--- src/hdl/psc_defines.svh ---
// Offsets, field positions, reset values and encodings of the slot and
// power management capability bank. Definitions only.
`ifndef PSC_DEFINES_SVH
`define PSC_DEFINES_SVH

// Register byte offsets
`define PSC_ADDR_PCIE_CAP     12'h080
`define PSC_ADDR_DEV_CAP      12'h084
`define PSC_ADDR_SLOT_CAP     12'h094

// PCIe capability register fields
`define PSC_CAP_ROOT_BIT      0
`define PSC_CAP_SLOT_BIT      1
`define PSC_CAP_LPSEEN_BIT    2
`define PSC_CAP_MSGPEND_BIT   3

// Device capabilities fields
`define PSC_DEV_L0S_LSB       6
`define PSC_DEV_L0S_MSB       8
`define PSC_DEV_L1_LSB        9
`define PSC_DEV_L1_MSB        11

// Slot capabilities fields
`define PSC_SLOT_LIMIT_LSB    7
`define PSC_SLOT_LIMIT_MSB    14
`define PSC_SLOT_SCALE_LSB    15
`define PSC_SLOT_SCALE_MSB    16
`define PSC_SLOT_NUM_LSB      19
`define PSC_SLOT_NUM_MSB      31

// Reset values
`define PSC_SCALE_RESET       2'h0
`define PSC_LIMIT_RESET       8'h00

// Scale multipliers in milliwatts per limit unit
`define PSC_MULT_1X           18'h003e8
`define PSC_MULT_0P1X         18'h00064
`define PSC_MULT_0P01X        18'h0000a
`define PSC_MULT_0P001X       18'h00001

// L0s acceptable latency codes, ascending
`define PSC_L0S_64NS          3'h0
`define PSC_L0S_128NS         3'h1
`define PSC_L0S_256NS         3'h2
`define PSC_L0S_512NS         3'h3
`define PSC_L0S_1US           3'h4
`define PSC_L0S_2US           3'h5
`define PSC_L0S_4US           3'h6
`define PSC_LAT_NO_LIMIT      3'h7

// L1 acceptable latency codes, ascending
`define PSC_L1_1US            3'h0
`define PSC_L1_2US            3'h1
`define PSC_L1_4US            3'h2
`define PSC_L1_8US            3'h3
`define PSC_L1_16US           3'h4
`define PSC_L1_32US           3'h5

`endif

--- src/hdl/psc_pkg.sv ---
// Types of the slot and power management capability bank.
// Needs nothing from psc_defines.svh; the state encodings are given here.
package psc_pkg;

   typedef enum logic [2:0] {
      PSC_INIT   = 3'b001,
      PSC_RUN    = 3'b010,
      PSC_LOWPWR = 3'b100
   } psc_fsm_t;

   typedef struct packed {
      logic [11:0] addr;
      logic [31:0] wdata;
      logic        wr;
      logic        rd;
   } psc_bus_req_t;

   typedef struct packed {
      logic [1:0] scale;
      logic [7:0] limit;
   } psc_msg_t;

endpackage

--- src/hdl/psc_msg_tx.sv ---
// Holds the latest slot power limit message until the link side accepts it.
// Assumes a single clock and a synchronous active-high reset.
`timescale 1ns/1ps
`include "psc_defines.svh"

module psc_msg_tx
   import psc_pkg::*;
(
   input  wire logic     clk_in,
   input  wire logic     reset_in,
   input  wire logic     send_in,
   input  wire psc_msg_t payload_in,
   input  wire logic     msg_ready_in,
   output logic          msg_valid_out,
   output psc_msg_t      msg_out
);

   typedef struct packed {
      logic     valid;
      psc_msg_t msg;
   } psc_tx_state_t;

   psc_tx_state_t st;
   psc_tx_state_t next_st;

   always_comb begin
      next_st = st;
      if (st.valid && msg_ready_in) begin
         next_st.valid = 1'b0;
      end
      // New request wins over acceptance of the old one
      if (send_in) begin
         next_st.valid = 1'b1;
         next_st.msg   = payload_in;
      end
   end

   always_ff @(posedge clk_in) begin
      if (reset_in) begin
         st <= '0;
      end else begin
         st <= next_st;
      end
   end

   assign msg_valid_out = st.valid;
   assign msg_out       = st.msg;

   property p_msg_hold;
      @(posedge clk_in) disable iff (reset_in)
      msg_valid_out && !msg_ready_in && !send_in
      |=> msg_valid_out && msg_out == $past(msg_out);
   endproperty
   a_msg_hold: assert property (p_msg_hold) else $error("Message dropped");

endmodule

--- src/hdl/psc_cap_regs.sv ---
// Slot capability and power management capability register bank.
// Assumes a plain register port on clk_in and asynchronous link pins.
`timescale 1ns/1ps
`include "psc_defines.svh"

module psc_cap_regs
   import psc_pkg::*;
#(
   parameter bit          ROOT_PORT   = 1'b1,
   parameter bit          SLOT_IMPL   = 1'b1,
   parameter logic [1:0]  SLOT_SCALE  = 2'h0,
   parameter logic [7:0]  SLOT_LIMIT  = 8'h19,
   parameter logic [12:0] SLOT_NUMBER = 13'h0001,
   parameter logic [2:0]  L0S_LAT     = `PSC_L0S_64NS,
   parameter logic [2:0]  L1_LAT      = `PSC_L1_1US
)
(
   input  wire logic          clk_in,
   input  wire logic          reset_in,
   input  wire psc_bus_req_t  bus_in,
   output logic [31:0]        rdata_out,
   input  wire logic          link_low_power_in,
   input  wire logic          perst_n_in,
   input  wire logic          msg_ready_in,
   output logic               msg_valid_out,
   output psc_msg_t           msg_out,
   output logic [1:0]         slot_power_scale_out,
   output logic [7:0]         slot_power_limit_out,
   output logic [17:0]        slot_power_mw_out,
   output logic               link_low_power_out,
   output logic               l0s_enter_out,
   output logic               l1_enter_out,
   output logic               beacon_out,
   output logic               wake_out
);

   localparam bit SLOT_ON = ROOT_PORT && SLOT_IMPL;

   typedef struct packed {
      psc_fsm_t    state;
      logic [1:0]  sync1;
      logic [1:0]  sync2;
      logic [1:0]  scale;
      logic [7:0]  limit;
      logic [17:0] power_mw;
      logic        send;
      logic        lp_seen;
      logic [31:0] rdata;
   } psc_regs_state_t;

   psc_regs_state_t st;
   psc_regs_state_t next_st;
   logic            lp_sync;
   logic            perst_n_sync;
   logic            slot_wr;
   logic [17:0]     mult;
   psc_msg_t        payload;

   assign lp_sync      = st.sync2[0];
   assign perst_n_sync = st.sync2[1];
   assign slot_wr      = bus_in.wr && bus_in.addr == `PSC_ADDR_SLOT_CAP && SLOT_ON
                         && st.state != PSC_INIT;

   always_comb begin
      next_st      = st;
      next_st.send = 1'b0;
      mult         = `PSC_MULT_1X;
      // Pins pass two stages first
      next_st.sync1 = {perst_n_in, link_low_power_in};
      next_st.sync2 = st.sync1;
      case (st.state)
         PSC_INIT: begin
            next_st.scale = SLOT_SCALE;
            next_st.limit = SLOT_LIMIT;
            next_st.state = PSC_RUN;
         end
         PSC_RUN: begin
            if (lp_sync) begin
               next_st.lp_seen = 1'b1;
               next_st.state   = PSC_LOWPWR;
            end
         end
         PSC_LOWPWR: begin
            if (!perst_n_sync) begin
               next_st.lp_seen = 1'b0;
               next_st.state   = PSC_INIT;
            end
         end
         default: begin
            next_st.state = PSC_INIT;
         end
      endcase
      if (slot_wr) begin
         next_st.limit = bus_in.wdata[`PSC_SLOT_LIMIT_MSB:`PSC_SLOT_LIMIT_LSB];
         next_st.scale = bus_in.wdata[`PSC_SLOT_SCALE_MSB:`PSC_SLOT_SCALE_LSB];
         next_st.send  = 1'b1;
      end
      case (next_st.scale)
         2'h0:    mult = `PSC_MULT_1X;
         2'h1:    mult = `PSC_MULT_0P1X;
         2'h2:    mult = `PSC_MULT_0P01X;
         2'h3:    mult = `PSC_MULT_0P001X;
         default: mult = `PSC_MULT_1X;
      endcase
      next_st.power_mw = 18'({10'h000, next_st.limit} * mult);
      next_st.rdata    = 32'h00000000;
      if (bus_in.rd) begin
         case (bus_in.addr)
            `PSC_ADDR_PCIE_CAP: begin
               next_st.rdata[`PSC_CAP_ROOT_BIT]    = ROOT_PORT;
               next_st.rdata[`PSC_CAP_SLOT_BIT]    = SLOT_IMPL;
               next_st.rdata[`PSC_CAP_LPSEEN_BIT]  = st.lp_seen;
               next_st.rdata[`PSC_CAP_MSGPEND_BIT] = msg_valid_out;
            end
            `PSC_ADDR_DEV_CAP: begin
               if (!ROOT_PORT) begin
                  next_st.rdata[`PSC_DEV_L0S_MSB:`PSC_DEV_L0S_LSB] = L0S_LAT;
                  next_st.rdata[`PSC_DEV_L1_MSB:`PSC_DEV_L1_LSB]   = L1_LAT;
               end
            end
            `PSC_ADDR_SLOT_CAP: begin
               if (SLOT_ON) begin
                  next_st.rdata[`PSC_SLOT_LIMIT_MSB:`PSC_SLOT_LIMIT_LSB] = st.limit;
                  next_st.rdata[`PSC_SLOT_SCALE_MSB:`PSC_SLOT_SCALE_LSB] = st.scale;
                  next_st.rdata[`PSC_SLOT_NUM_MSB:`PSC_SLOT_NUM_LSB]     = SLOT_NUMBER;
               end
            end
            default: begin
               next_st.rdata = 32'h00000000;
            end
         endcase
      end
   end

   always_ff @(posedge clk_in) begin
      if (reset_in) begin
         st          <= '0;
         st.state    <= PSC_INIT;
         st.sync1    <= 2'h2;
         st.sync2    <= 2'h2;
         st.scale    <= `PSC_SCALE_RESET;
         st.limit    <= `PSC_LIMIT_RESET;
      end else begin
         st <= next_st;
      end
   end

   assign payload = '{scale: st.scale, limit: st.limit};

   psc_msg_tx u_msg_tx (
      .clk_in        (clk_in),
      .reset_in      (reset_in),
      .send_in       (st.send),
      .payload_in    (payload),
      .msg_ready_in  (msg_ready_in),
      .msg_valid_out (msg_valid_out),
      .msg_out       (msg_out)
   );

   assign rdata_out            = st.rdata;
   assign slot_power_scale_out = st.scale;
   assign slot_power_limit_out = st.limit;
   assign slot_power_mw_out    = st.power_mw;
   assign link_low_power_out   = st.lp_seen;
   assign l0s_enter_out        = 1'b0;
   assign l1_enter_out         = 1'b0;
   assign beacon_out           = 1'b0;
   assign wake_out             = 1'b0;

   // Checks
   property p_slot_hidden;
      @(posedge clk_in) disable iff (reset_in)
      bus_in.rd && bus_in.addr == `PSC_ADDR_SLOT_CAP && !SLOT_ON |=> rdata_out == 32'h0;
   endproperty
   a_slot_hidden: assert property (p_slot_hidden) else $error("Slot cap visible");

   property p_status_in_cap;
      @(posedge clk_in) disable iff (reset_in)
      bus_in.rd && bus_in.addr == `PSC_ADDR_PCIE_CAP
      |=> rdata_out[`PSC_CAP_LPSEEN_BIT] == $past(link_low_power_out);
   endproperty
   a_status_in_cap: assert property (p_status_in_cap) else $error("Status wrong");

   property p_scale_decode;
      @(posedge clk_in) disable iff (reset_in)
      slot_power_scale_out == 2'h1
      |-> slot_power_mw_out == 18'({10'h0, slot_power_limit_out} * 18'h64);
   endproperty
   a_scale_decode: assert property (p_scale_decode) else $error("Scale decode wrong");

   property p_scale_div1;
      @(posedge clk_in) disable iff (reset_in)
      slot_power_scale_out == 2'h0
      |-> slot_power_mw_out == 18'({10'h0, slot_power_limit_out} * `PSC_MULT_1X);
   endproperty
   a_scale_div1: assert property (p_scale_div1) else $error("Scale 0 wrong");

   property p_scale_div100;
      @(posedge clk_in) disable iff (reset_in)
      slot_power_scale_out == 2'h2
      |-> slot_power_mw_out == 18'({10'h0, slot_power_limit_out} * `PSC_MULT_0P01X);
   endproperty
   a_scale_div100: assert property (p_scale_div100) else $error("Scale 2 wrong");

   property p_scale_div1000;
      @(posedge clk_in) disable iff (reset_in)
      slot_power_scale_out == 2'h3
      |-> slot_power_mw_out == 18'({10'h0, slot_power_limit_out} * `PSC_MULT_0P001X);
   endproperty
   a_scale_div1000: assert property (p_scale_div1000) else $error("Scale 3 wrong");

   property p_init_zero;
      @(posedge clk_in) disable iff (reset_in)
      st.state == PSC_INIT |-> slot_power_scale_out == 2'h0 || $past(st.state) == PSC_LOWPWR;
   endproperty
   a_init_zero: assert property (p_init_zero) else $error("Scale not zero at init");

   property p_write_sends;
      @(posedge clk_in) disable iff (reset_in)
      slot_wr |=> st.send ##1 msg_valid_out
                  && msg_out.limit
                  == $past(bus_in.wdata[`PSC_SLOT_LIMIT_MSB:`PSC_SLOT_LIMIT_LSB], 2);
   endproperty
   a_write_sends: assert property (p_write_sends) else $error("No limit message");

   property p_msg_scale;
      @(posedge clk_in) disable iff (reset_in)
      slot_wr |-> ##2 msg_out.scale
                  == $past(bus_in.wdata[`PSC_SLOT_SCALE_MSB:`PSC_SLOT_SCALE_LSB], 2);
   endproperty
   a_msg_scale: assert property (p_msg_scale) else $error("Message scale wrong");

   property p_limit_store;
      @(posedge clk_in) disable iff (reset_in)
      slot_wr |=> slot_power_limit_out
                  == $past(bus_in.wdata[`PSC_SLOT_LIMIT_MSB:`PSC_SLOT_LIMIT_LSB]);
   endproperty
   a_limit_store: assert property (p_limit_store) else $error("Limit not stored");

   property p_init_load;
      @(posedge clk_in) disable iff (reset_in)
      st.state == PSC_RUN && $past(st.state) == PSC_INIT
      |-> slot_power_scale_out == SLOT_SCALE && slot_power_limit_out == SLOT_LIMIT;
   endproperty
   a_init_load: assert property (p_init_load) else $error("Parameters not loaded");

   property p_slot_number;
      @(posedge clk_in) disable iff (reset_in)
      bus_in.rd && bus_in.addr == `PSC_ADDR_SLOT_CAP && SLOT_ON
      |=> rdata_out[`PSC_SLOT_NUM_MSB:`PSC_SLOT_NUM_LSB] == SLOT_NUMBER;
   endproperty
   a_slot_number: assert property (p_slot_number) else $error("Slot number wrong");

   property p_l0s_field;
      @(posedge clk_in) disable iff (reset_in)
      bus_in.rd && bus_in.addr == `PSC_ADDR_DEV_CAP && !ROOT_PORT
      |=> rdata_out[`PSC_DEV_L0S_MSB:`PSC_DEV_L0S_LSB] == L0S_LAT;
   endproperty
   a_l0s_field: assert property (p_l0s_field) else $error("L0s latency wrong");

   property p_l1_field;
      @(posedge clk_in) disable iff (reset_in)
      bus_in.rd && bus_in.addr == `PSC_ADDR_DEV_CAP && !ROOT_PORT
      |=> rdata_out[`PSC_DEV_L1_MSB:`PSC_DEV_L1_LSB] == L1_LAT;
   endproperty
   a_l1_field: assert property (p_l1_field) else $error("L1 latency wrong");

   property p_root_no_lat;
      @(posedge clk_in) disable iff (reset_in)
      bus_in.rd && bus_in.addr == `PSC_ADDR_DEV_CAP && ROOT_PORT
      |=> rdata_out[`PSC_DEV_L1_MSB:`PSC_DEV_L0S_LSB] == 6'h00;
   endproperty
   a_root_no_lat: assert property (p_root_no_lat) else $error("Root reports latency");

   property p_ro_fields;
      @(posedge clk_in) disable iff (reset_in)
      bus_in.wr && bus_in.addr != `PSC_ADDR_SLOT_CAP && st.state == PSC_RUN
      |=> $stable(slot_power_scale_out) && $stable(slot_power_limit_out);
   endproperty
   a_ro_fields: assert property (p_ro_fields) else $error("Refused write landed");

   property p_no_aspm;
      @(posedge clk_in) disable iff (reset_in)
      !l0s_enter_out && !l1_enter_out;
   endproperty
   a_no_aspm: assert property (p_no_aspm) else $error("Low power entry");

   property p_lp_exit;
      @(posedge clk_in) disable iff (reset_in)
      st.state == PSC_LOWPWR && !perst_n_sync |=> st.state == PSC_INIT ##1 st.state == PSC_RUN;
   endproperty
   a_lp_exit: assert property (p_lp_exit) else $error("No exit from low power");

   property p_lp_hold;
      @(posedge clk_in) disable iff (reset_in)
      st.state == PSC_LOWPWR && perst_n_sync |=> st.state == PSC_LOWPWR;
   endproperty
   a_lp_hold: assert property (p_lp_hold) else $error("Left low power early");

   property p_no_wake;
      @(posedge clk_in) disable iff (reset_in)
      !beacon_out && !wake_out;
   endproperty
   a_no_wake: assert property (p_no_wake) else $error("Wake signalled");

   property p_cov_write;
      @(posedge clk_in) disable iff (reset_in)
      slot_wr ##2 msg_valid_out && msg_ready_in;
   endproperty
   c_cov_write: cover property (p_cov_write);

   property p_cov_lowpwr;
      @(posedge clk_in) disable iff (reset_in)
      st.state == PSC_LOWPWR ##[1:20] st.state == PSC_RUN;
   endproperty
   c_cov_lowpwr: cover property (p_cov_lowpwr);

   property p_cov_devcap;
      @(posedge clk_in) disable iff (reset_in)
      bus_in.rd && bus_in.addr == `PSC_ADDR_DEV_CAP;
   endproperty
   c_cov_devcap: cover property (p_cov_devcap);

   property p_cov_stall;
      @(posedge clk_in) disable iff (reset_in)
      msg_valid_out && !msg_ready_in ##1 st.send;
   endproperty
   c_cov_stall: cover property (p_cov_stall);

endmodule

--- config.mk ---
export PLATFORM = sky130hd
export DESIGN_NAME = psc_cap_regs
export DESIGN_NICKNAME = d
export VERILOG_FILES = /design/src/hdl/psc_pkg.sv /design/src/hdl/psc_msg_tx.sv /design/src/hdl/psc_cap_regs.sv
export VERILOG_INCLUDE_DIRS = /design/src /design/src/hdl
export SDC_FILE = /design/constraint.sdc
export NUM_CORES = 1
export LEC_CHECK = 0
export ABC_AREA = 1
export BUFFER_PORTS_ARGS = -buffer_cell sky130_fd_sc_hd__clkbuf_2
export CAP_MARGIN = 30
export CELL_PAD_IN_SITES_DETAIL_PLACEMENT = 0
export CELL_PAD_IN_SITES_GLOBAL_PLACEMENT = 1
export CORE_MARGIN = 8
export CORE_UTILIZATION = 39
export CTS_CLUSTER_DIAMETER = 100
export DETAILED_ROUTE_END_ITERATION = 7
export HOLD_SLACK_MARGIN = 0.12
export PLACE_DENSITY_LB_ADDON = 0.2
export SKIP_LAST_GASP = 1
export SLEW_MARGIN = 20
export SYNTH_ARGS = -nofsm -noshare
export SYNTH_HDL_FRONTEND = slang
export SYNTH_SLANG_ARGS = --single-unit
--- constraint.sdc ---
create_clock -name clk_in -period 7.4 [get_ports clk_in]
set_input_delay 1.48 -clock clk_in [delete_from_list [all_inputs] [get_ports clk_in]]
set_output_delay 1.48 -clock clk_in [all_outputs]
set_load 0.02 [all_outputs]
## Word level (Yosys, flattened, before mapping)

Cells that the tools add are included.

- Multipliers: 1
- Reductions and logical operators: 11
- Bitwise logic cells: 3
- Equality and inequality tests: 11
- Muxes and demuxes: 14

Operators by type and width:

| kind | count |
|---|---|
| $pmux 18 s4 | 1 |
| $eq 12x8->1 const B | 2 |
| $mux 10 | 2 |
| $mul 8x18->18 | 1 |
| $mux 11 | 1 |
| $pmux 3 s3 | 1 |
| $mux 3 | 2 |
| $reduce_or 3->1 | 2 |
| $mux 1 | 5 |
| $eq 2x2->1 const B | 2 |
| $mux 4 | 1 |
| $ne 2x2->1 const B | 2 |
| $reduce_bool 2->1 | 2 |
| $eq 3x1->1 const B | 1 |
| $eq 3x2->1 const B | 1 |
| $eq 3x3->1 const B | 1 |
| $logic_and 1x1->1 | 3 |
| $ne 3x1->1 const B | 1 |
| $not 1->1 | 3 |
| $reduce_and 3->1 | 1 |
| $eq 2x1->1 const B | 1 |
| $logic_not 2->1 | 1 |
| $pmux 1 s2 | 1 |
| $reduce_and 2->1 | 1 |
| $reduce_or 2->1 | 1 |

- Input port bits: 51
- Register bits: 80
- Word-level logic and storage cells: 55
- Output and inout port bits: 76

## Longest topological paths before layout

- Depth after elaboration: 7
- Mapped depth: 28
- Gate-level depth less buffers: 28

## Cells and area by module

A second synthesis with hierarchy kept.

- Cells, all modules: 695
- Area, all modules: 5223.8 µm²

By module, submodules not included:

| module | times used | seq. area each (µm²) | cells each | area an instance (µm²) |
|---|---|---|---|---|
| psc_cap_regs | 1 | 1021.0 | 647 | 4835.9 |
| psc_msg_tx | 1 | 220.2 | 48 | 387.9 |

## Worst setup path before layout

OpenSTA, ideal clock, no wires.

- Path type: input-to-reg
- Start: input port bus_in[45] (netlist bit)
- End: register st, in the netlist slot_power_mw_out[17]
- Stages: 24
- Data required time: 7.285 ns
- Arrival: 5.637 ns
- Slack: 1.648 ns
- Path through: nor2_1 nand2_1 nor2_2 nand3_4 nand2_1 nand2_4 nand2_8 buf_6 nand3_1 fa_1 inv_1 fa_1 fa_1 inv_1 fa_1 inv_1 ha_1 nand2_1 inv_1 nand3_1 nor3_1 nand2_1 a21oi_1 nor2_1

- Longest elaborated chain between the ends: 7
- Elaborated cells on any way between the ends: 10

RTL lines:

| element | line | source |
|---|---|---|
| from (decl) | psc_cap_regs.sv:20 | `input wire psc_bus_req_t bus_in,` |
| $eq 12x8->1 * | - |  |
| $logic_and 1x1->1 (no source line) * | - |  |
| $logic_and 1x1->1 * | psc_cap_regs.sv:61 | `` assign slot_wr = bus_in.wr && bus_in.addr == `PSC_ADDR_SLOT_CAP && SLOT_ON `` |
| $mux 10 * | psc_cap_regs.sv:93 | `if (slot_wr) begin` |
| $eq 2x2->1 (tied with other cells) | psc_cap_regs.sv:98 | `case (next_st.scale)` |
| $pmux 18 s4 | psc_cap_regs.sv:98 |  |
| $mul 8x18->18 * | psc_cap_regs.sv:105 | `next_st.power_mw = 18'({10'h000, next_st.limit} * mult);` |
| to (signal assigned) | psc_cap_regs.sv:144 | `st <= next_st;` |
| to (decl) | psc_cap_regs.sv:51 | `psc_regs_state_t st;` |

Every way passes the cells marked *; elsewhere a longest branch is shown, timed or not. The select of a mux whose other input is x is not followed.
A chain may end at the register's enable or synchronous reset.

## Worst setup path after layout

Ends and elaborated chain as after synthesis.

==> flow_summary.json <==
{
  "status": "completed",
  "power.switching_mw": 0.5736,
  "core_um2": 12670,
  "p_leak_nw": 2.958,
  "finalCritPeriodShare": 0.8213,
  "hp-class": "register to register",
  "finalHoldViolations": 0,
  "cts.path.max_buffers": 2,
  "fp.dieW_um": 129.9,
  "path_buf_inv": 2,
  "fin_setup_tns_ps": 0,
  "synth_area_leaders": "dfxtp_1 25%, fa_1 16%, ha_1 12%",
  "ctsHtreeMaxLevel": 3,
  "synth_top_area_share": 0.2452,
  "p_int_mw": 0.8804,
  "max_freq_mhz": 164.5,
  "async_flop_share": 0,
  "met2_usage": 0.2413,
  "clkLatencyLatePin_ps": 340,
  "power_frac_clock": 0.326,
  "die_y_um": 129.9,
  "synth_seq_cells": 62,
  "fin_nets": 824,
  "end_kind": "register",
  "critical-path-max-stage-delay_ps": 550,
  "setup_slack_ps": 1322,
  "final_common_cell": "inv_1",
  "critPathRequiredTime_ps": 7670,
  "crit_path_frequent_cell": "nand2_1",
  "drt.antenna.violating_nets": 0,
  "ys_types": 36,
  "viasPerCell": 4.495,
  "post_cts_resized": 0,
  "slew_headroom": 0.4262,
  "dieArea_um2": 16880,
  "wl_mm": 10.94,
  "grt_max_degree": 26,
  "gp_congestion": 0.8549,
  "worst_pin_slew_ps": 858.2,
  "ir_drop_mv": 0.1052,
  "ys_seq_area_frac": 0.2452,
  "final-setup-viol-count": 0,
  "multiInputGateArea_um2": 2878,
  "antenna_found_initial": 0,
  "p_per_area_nw_per_um2": 261.9,
  "netSwitchingFraction": 0.3945,
  "cp_cell_sequence": "clkbuf_2 -> nor2_1 -> nand3_1 -> nor2_4 -> nand3_2 -> nand2_4 -> nand2_8 -> nor2_1 -> nand2_1 -> fa_1 -> fa_1 -> fa_1 -> fa_1 -> inv_1 -> ha_1 -> nand2_1 -> o21ai_0 -> nand2_1 -> nand2_1 -> nand2_1 -> nand3_1 -> nand2_1 -> nor2_1",
  "crit_path_max_fanout": 19,
  "diodes": 0,
  "synth_flop_cell": "dfxtp_1",
  "grt_pass1_vias": 3969,
  "yosys.area.top_type": "dfxtp_1",
  "grt_util_met1": 0.1738,
  "gr-total-overflow": 0,
  "start_kind": "primary input",
  "gr-usage-all-layers": 0.1412,
  "syn2layout_area_growth_pct": 9.716,
  "cap_viol_max_count": 0,
  "comb_power_share": 0.417,
  "mostFrequentLayoutCells": "121 x inv_1, 89 x nor2_1, 83 x clkbuf_2, 78 x nand2_1, 62 x dfxtp_1",
  "drt_iter0_drc": 170,
  "yosysWarnings": 0,
  "worstPathArrival_ps": 6350,
  "cts_tree": "built",
  "row_count": 41,
  "rsz0062_at_grt": "no",
  "synth_area_um2": 5061,
  "synth_edf_count": 0,
  "timing.final.crit_period_ps": 6078,
  "path_clk_slew_ps": 60,
  "synthCells": 647,
  "dpl.hpwl_mm": 9.039,
  "share_seq_of_total_power": 0.256,
  "wl_per_cell_um": 12.69,
  "cp_slowest_cell": "fa_1",
  "portBuffers": 83,
  "post_cts_buffers": 0,
  "holdWs_ps": 406.9,
  "grt_pass1_wl_mm": 18.94,
  "io_pins": 127,
  "worstSetupPathType": "primary input to register",
  "floorplan.initialDensity": 0.3994,
  "drive_gt1_frac": 0.1841,
  "seqCellArea_um2": 1241,
  "cts.sinks": 62,
  "root_buffer": "clkbuf_16",
  "cp_top_family": "adder cells",
  "cts_hold_buf": 0,
  "vias": 3875,
  "top_usage_layer": "met2",
  "drc": 0,
  "drt-pass1-iter-count": 4,
  "grt_use_met3": 0.02652,
  "clock_skew_ps": 8.989,
  "fillers": 1335,
  "timing.final.max_slew_violations": 0,
  "dpl_worst_slack_ps": 936.3,
  "avgSynthCellArea_um2": 7.822,
  "cts_buffers": 9
}
==> metrics by stage <==
| stage | instances | power, mW | utilization | cell area [um^2] |
|---|---|---|---|---|
| after global placement | 846 | 0.9964 | 0.4121 | 5221 |
| after detailed placement | 846 | 0.9959 | 0.4121 | 5221 |
| after CTS | 862 | 1.484 | 0.4382 | 5553 |
| final | 862 | 1.454 | 0.4382 | 5553 |
| after global routing | 862 | 1.598 | 0.4382 | 5553 |
| after floorplan | 667 | 0.8984 | - | 5136 |
==> final cells by class <==
type	instances	area share
inverters	125	0.08495
multi-input cells	404	0.5183
repair buffers	83	0.07481
flip-flops and latches	62	0.2235
clock buffers	10	0.04304
clock inverters	6	0.01667
well taps	172	0.03876
==> flip-flops by register name (all words and copies together), names as in the netlist <==
| register | flops |
|---|---|
| st | 4 |
| u_msg_tx.msg_out | 10 |
| slot_power_mw_out | 18 |
| link_low_power_out | 1 |
| slot_power_scale_out | 2 |
| lp_sync | 1 |
| perst_n_sync | 1 |
| u_msg_tx.msg_valid_out | 1 |
| rdata_out | 14 |
| next_st | 2 |
| slot_power_limit_out | 8 |
==> Yosys cell counts, drive strengths merged (2+ instances only) <==
cell	number
ha	48
nand2	84
buf	68
or2	2
xor2	2
nand3	32
dfxtp	62
o21a	2
fa	40
clkbuf	8
nand4	7
nor2	97
o21ai	23
inv	125
nor3	6
a21oi	35
==> metal layers <==
| metal | part of all wire | wire length, um |
|---|---|---|
| met3 | 0.048 | 529 |
| met2 | 0.48 | 5245 |
| met4 | 0.016 | 180 |
| met1 | 0.46 | 4980 |
| met5 | 0 | 0 |
==> final timing paths <==
check	startpoint	endpoint	slack, ps	cells past startpoint
worst min register to register	next_st[62]$_SDFF_PP0_	lp_sync$_SDFF_PP0_	410	2
worst max register to register	st[67]$_SDFFE_PP0P_	slot_power_mw_out[17]$_SDFF_PP0_	1880	20
worst min-delay path	next_st[62]$_SDFF_PP0_	lp_sync$_SDFF_PP0_	410	2
worst max-delay path	bus_in[45]	slot_power_mw_out[17]$_SDFF_PP0_	1320	23
==> cell families after synthesis <==
| group | count (synthesis) | share of synthesized area |
|---|---|---|
| other | 1 | 0.0007409 |
| buffers and inverters | 201 | 0.2010 |
| adders and majority gates | 88 | 0.2769 |
| AOI/OAI and AO/OA | 62 | 0.06304 |
| DFF | 62 | 0.2452 |
| and+or+nand+nor | 230 | 0.2079 |
| xor gates and xnor gates | 3 | 0.005193 |
==> worst reg2reg max path: cells and delay by family, from the launching register on <==
kind	cells	cell delay [ps]
AO/OA/AOI/OAI	1	520
adder cells (fa/ha/maj)	5	2340
buffers and inverters	2	120
AND/OR/NAND/NOR	12	2170
flip-flops	1	330
==> power groups by stage <==
stage / Clock [mW] / Sequential [mW] / Combinational, mW
floorplan: 0 / 0.378 / 0.520
global placement: 0 / 0.379 / 0.617
detailed placement: 0 / 0.380 / 0.615
CTS: 0.490 / 0.373 / 0.621
global route: 0.505 / 0.377 / 0.716
finish: 0.474 / 0.373 / 0.607
Power figures use the tool's default switching activity.
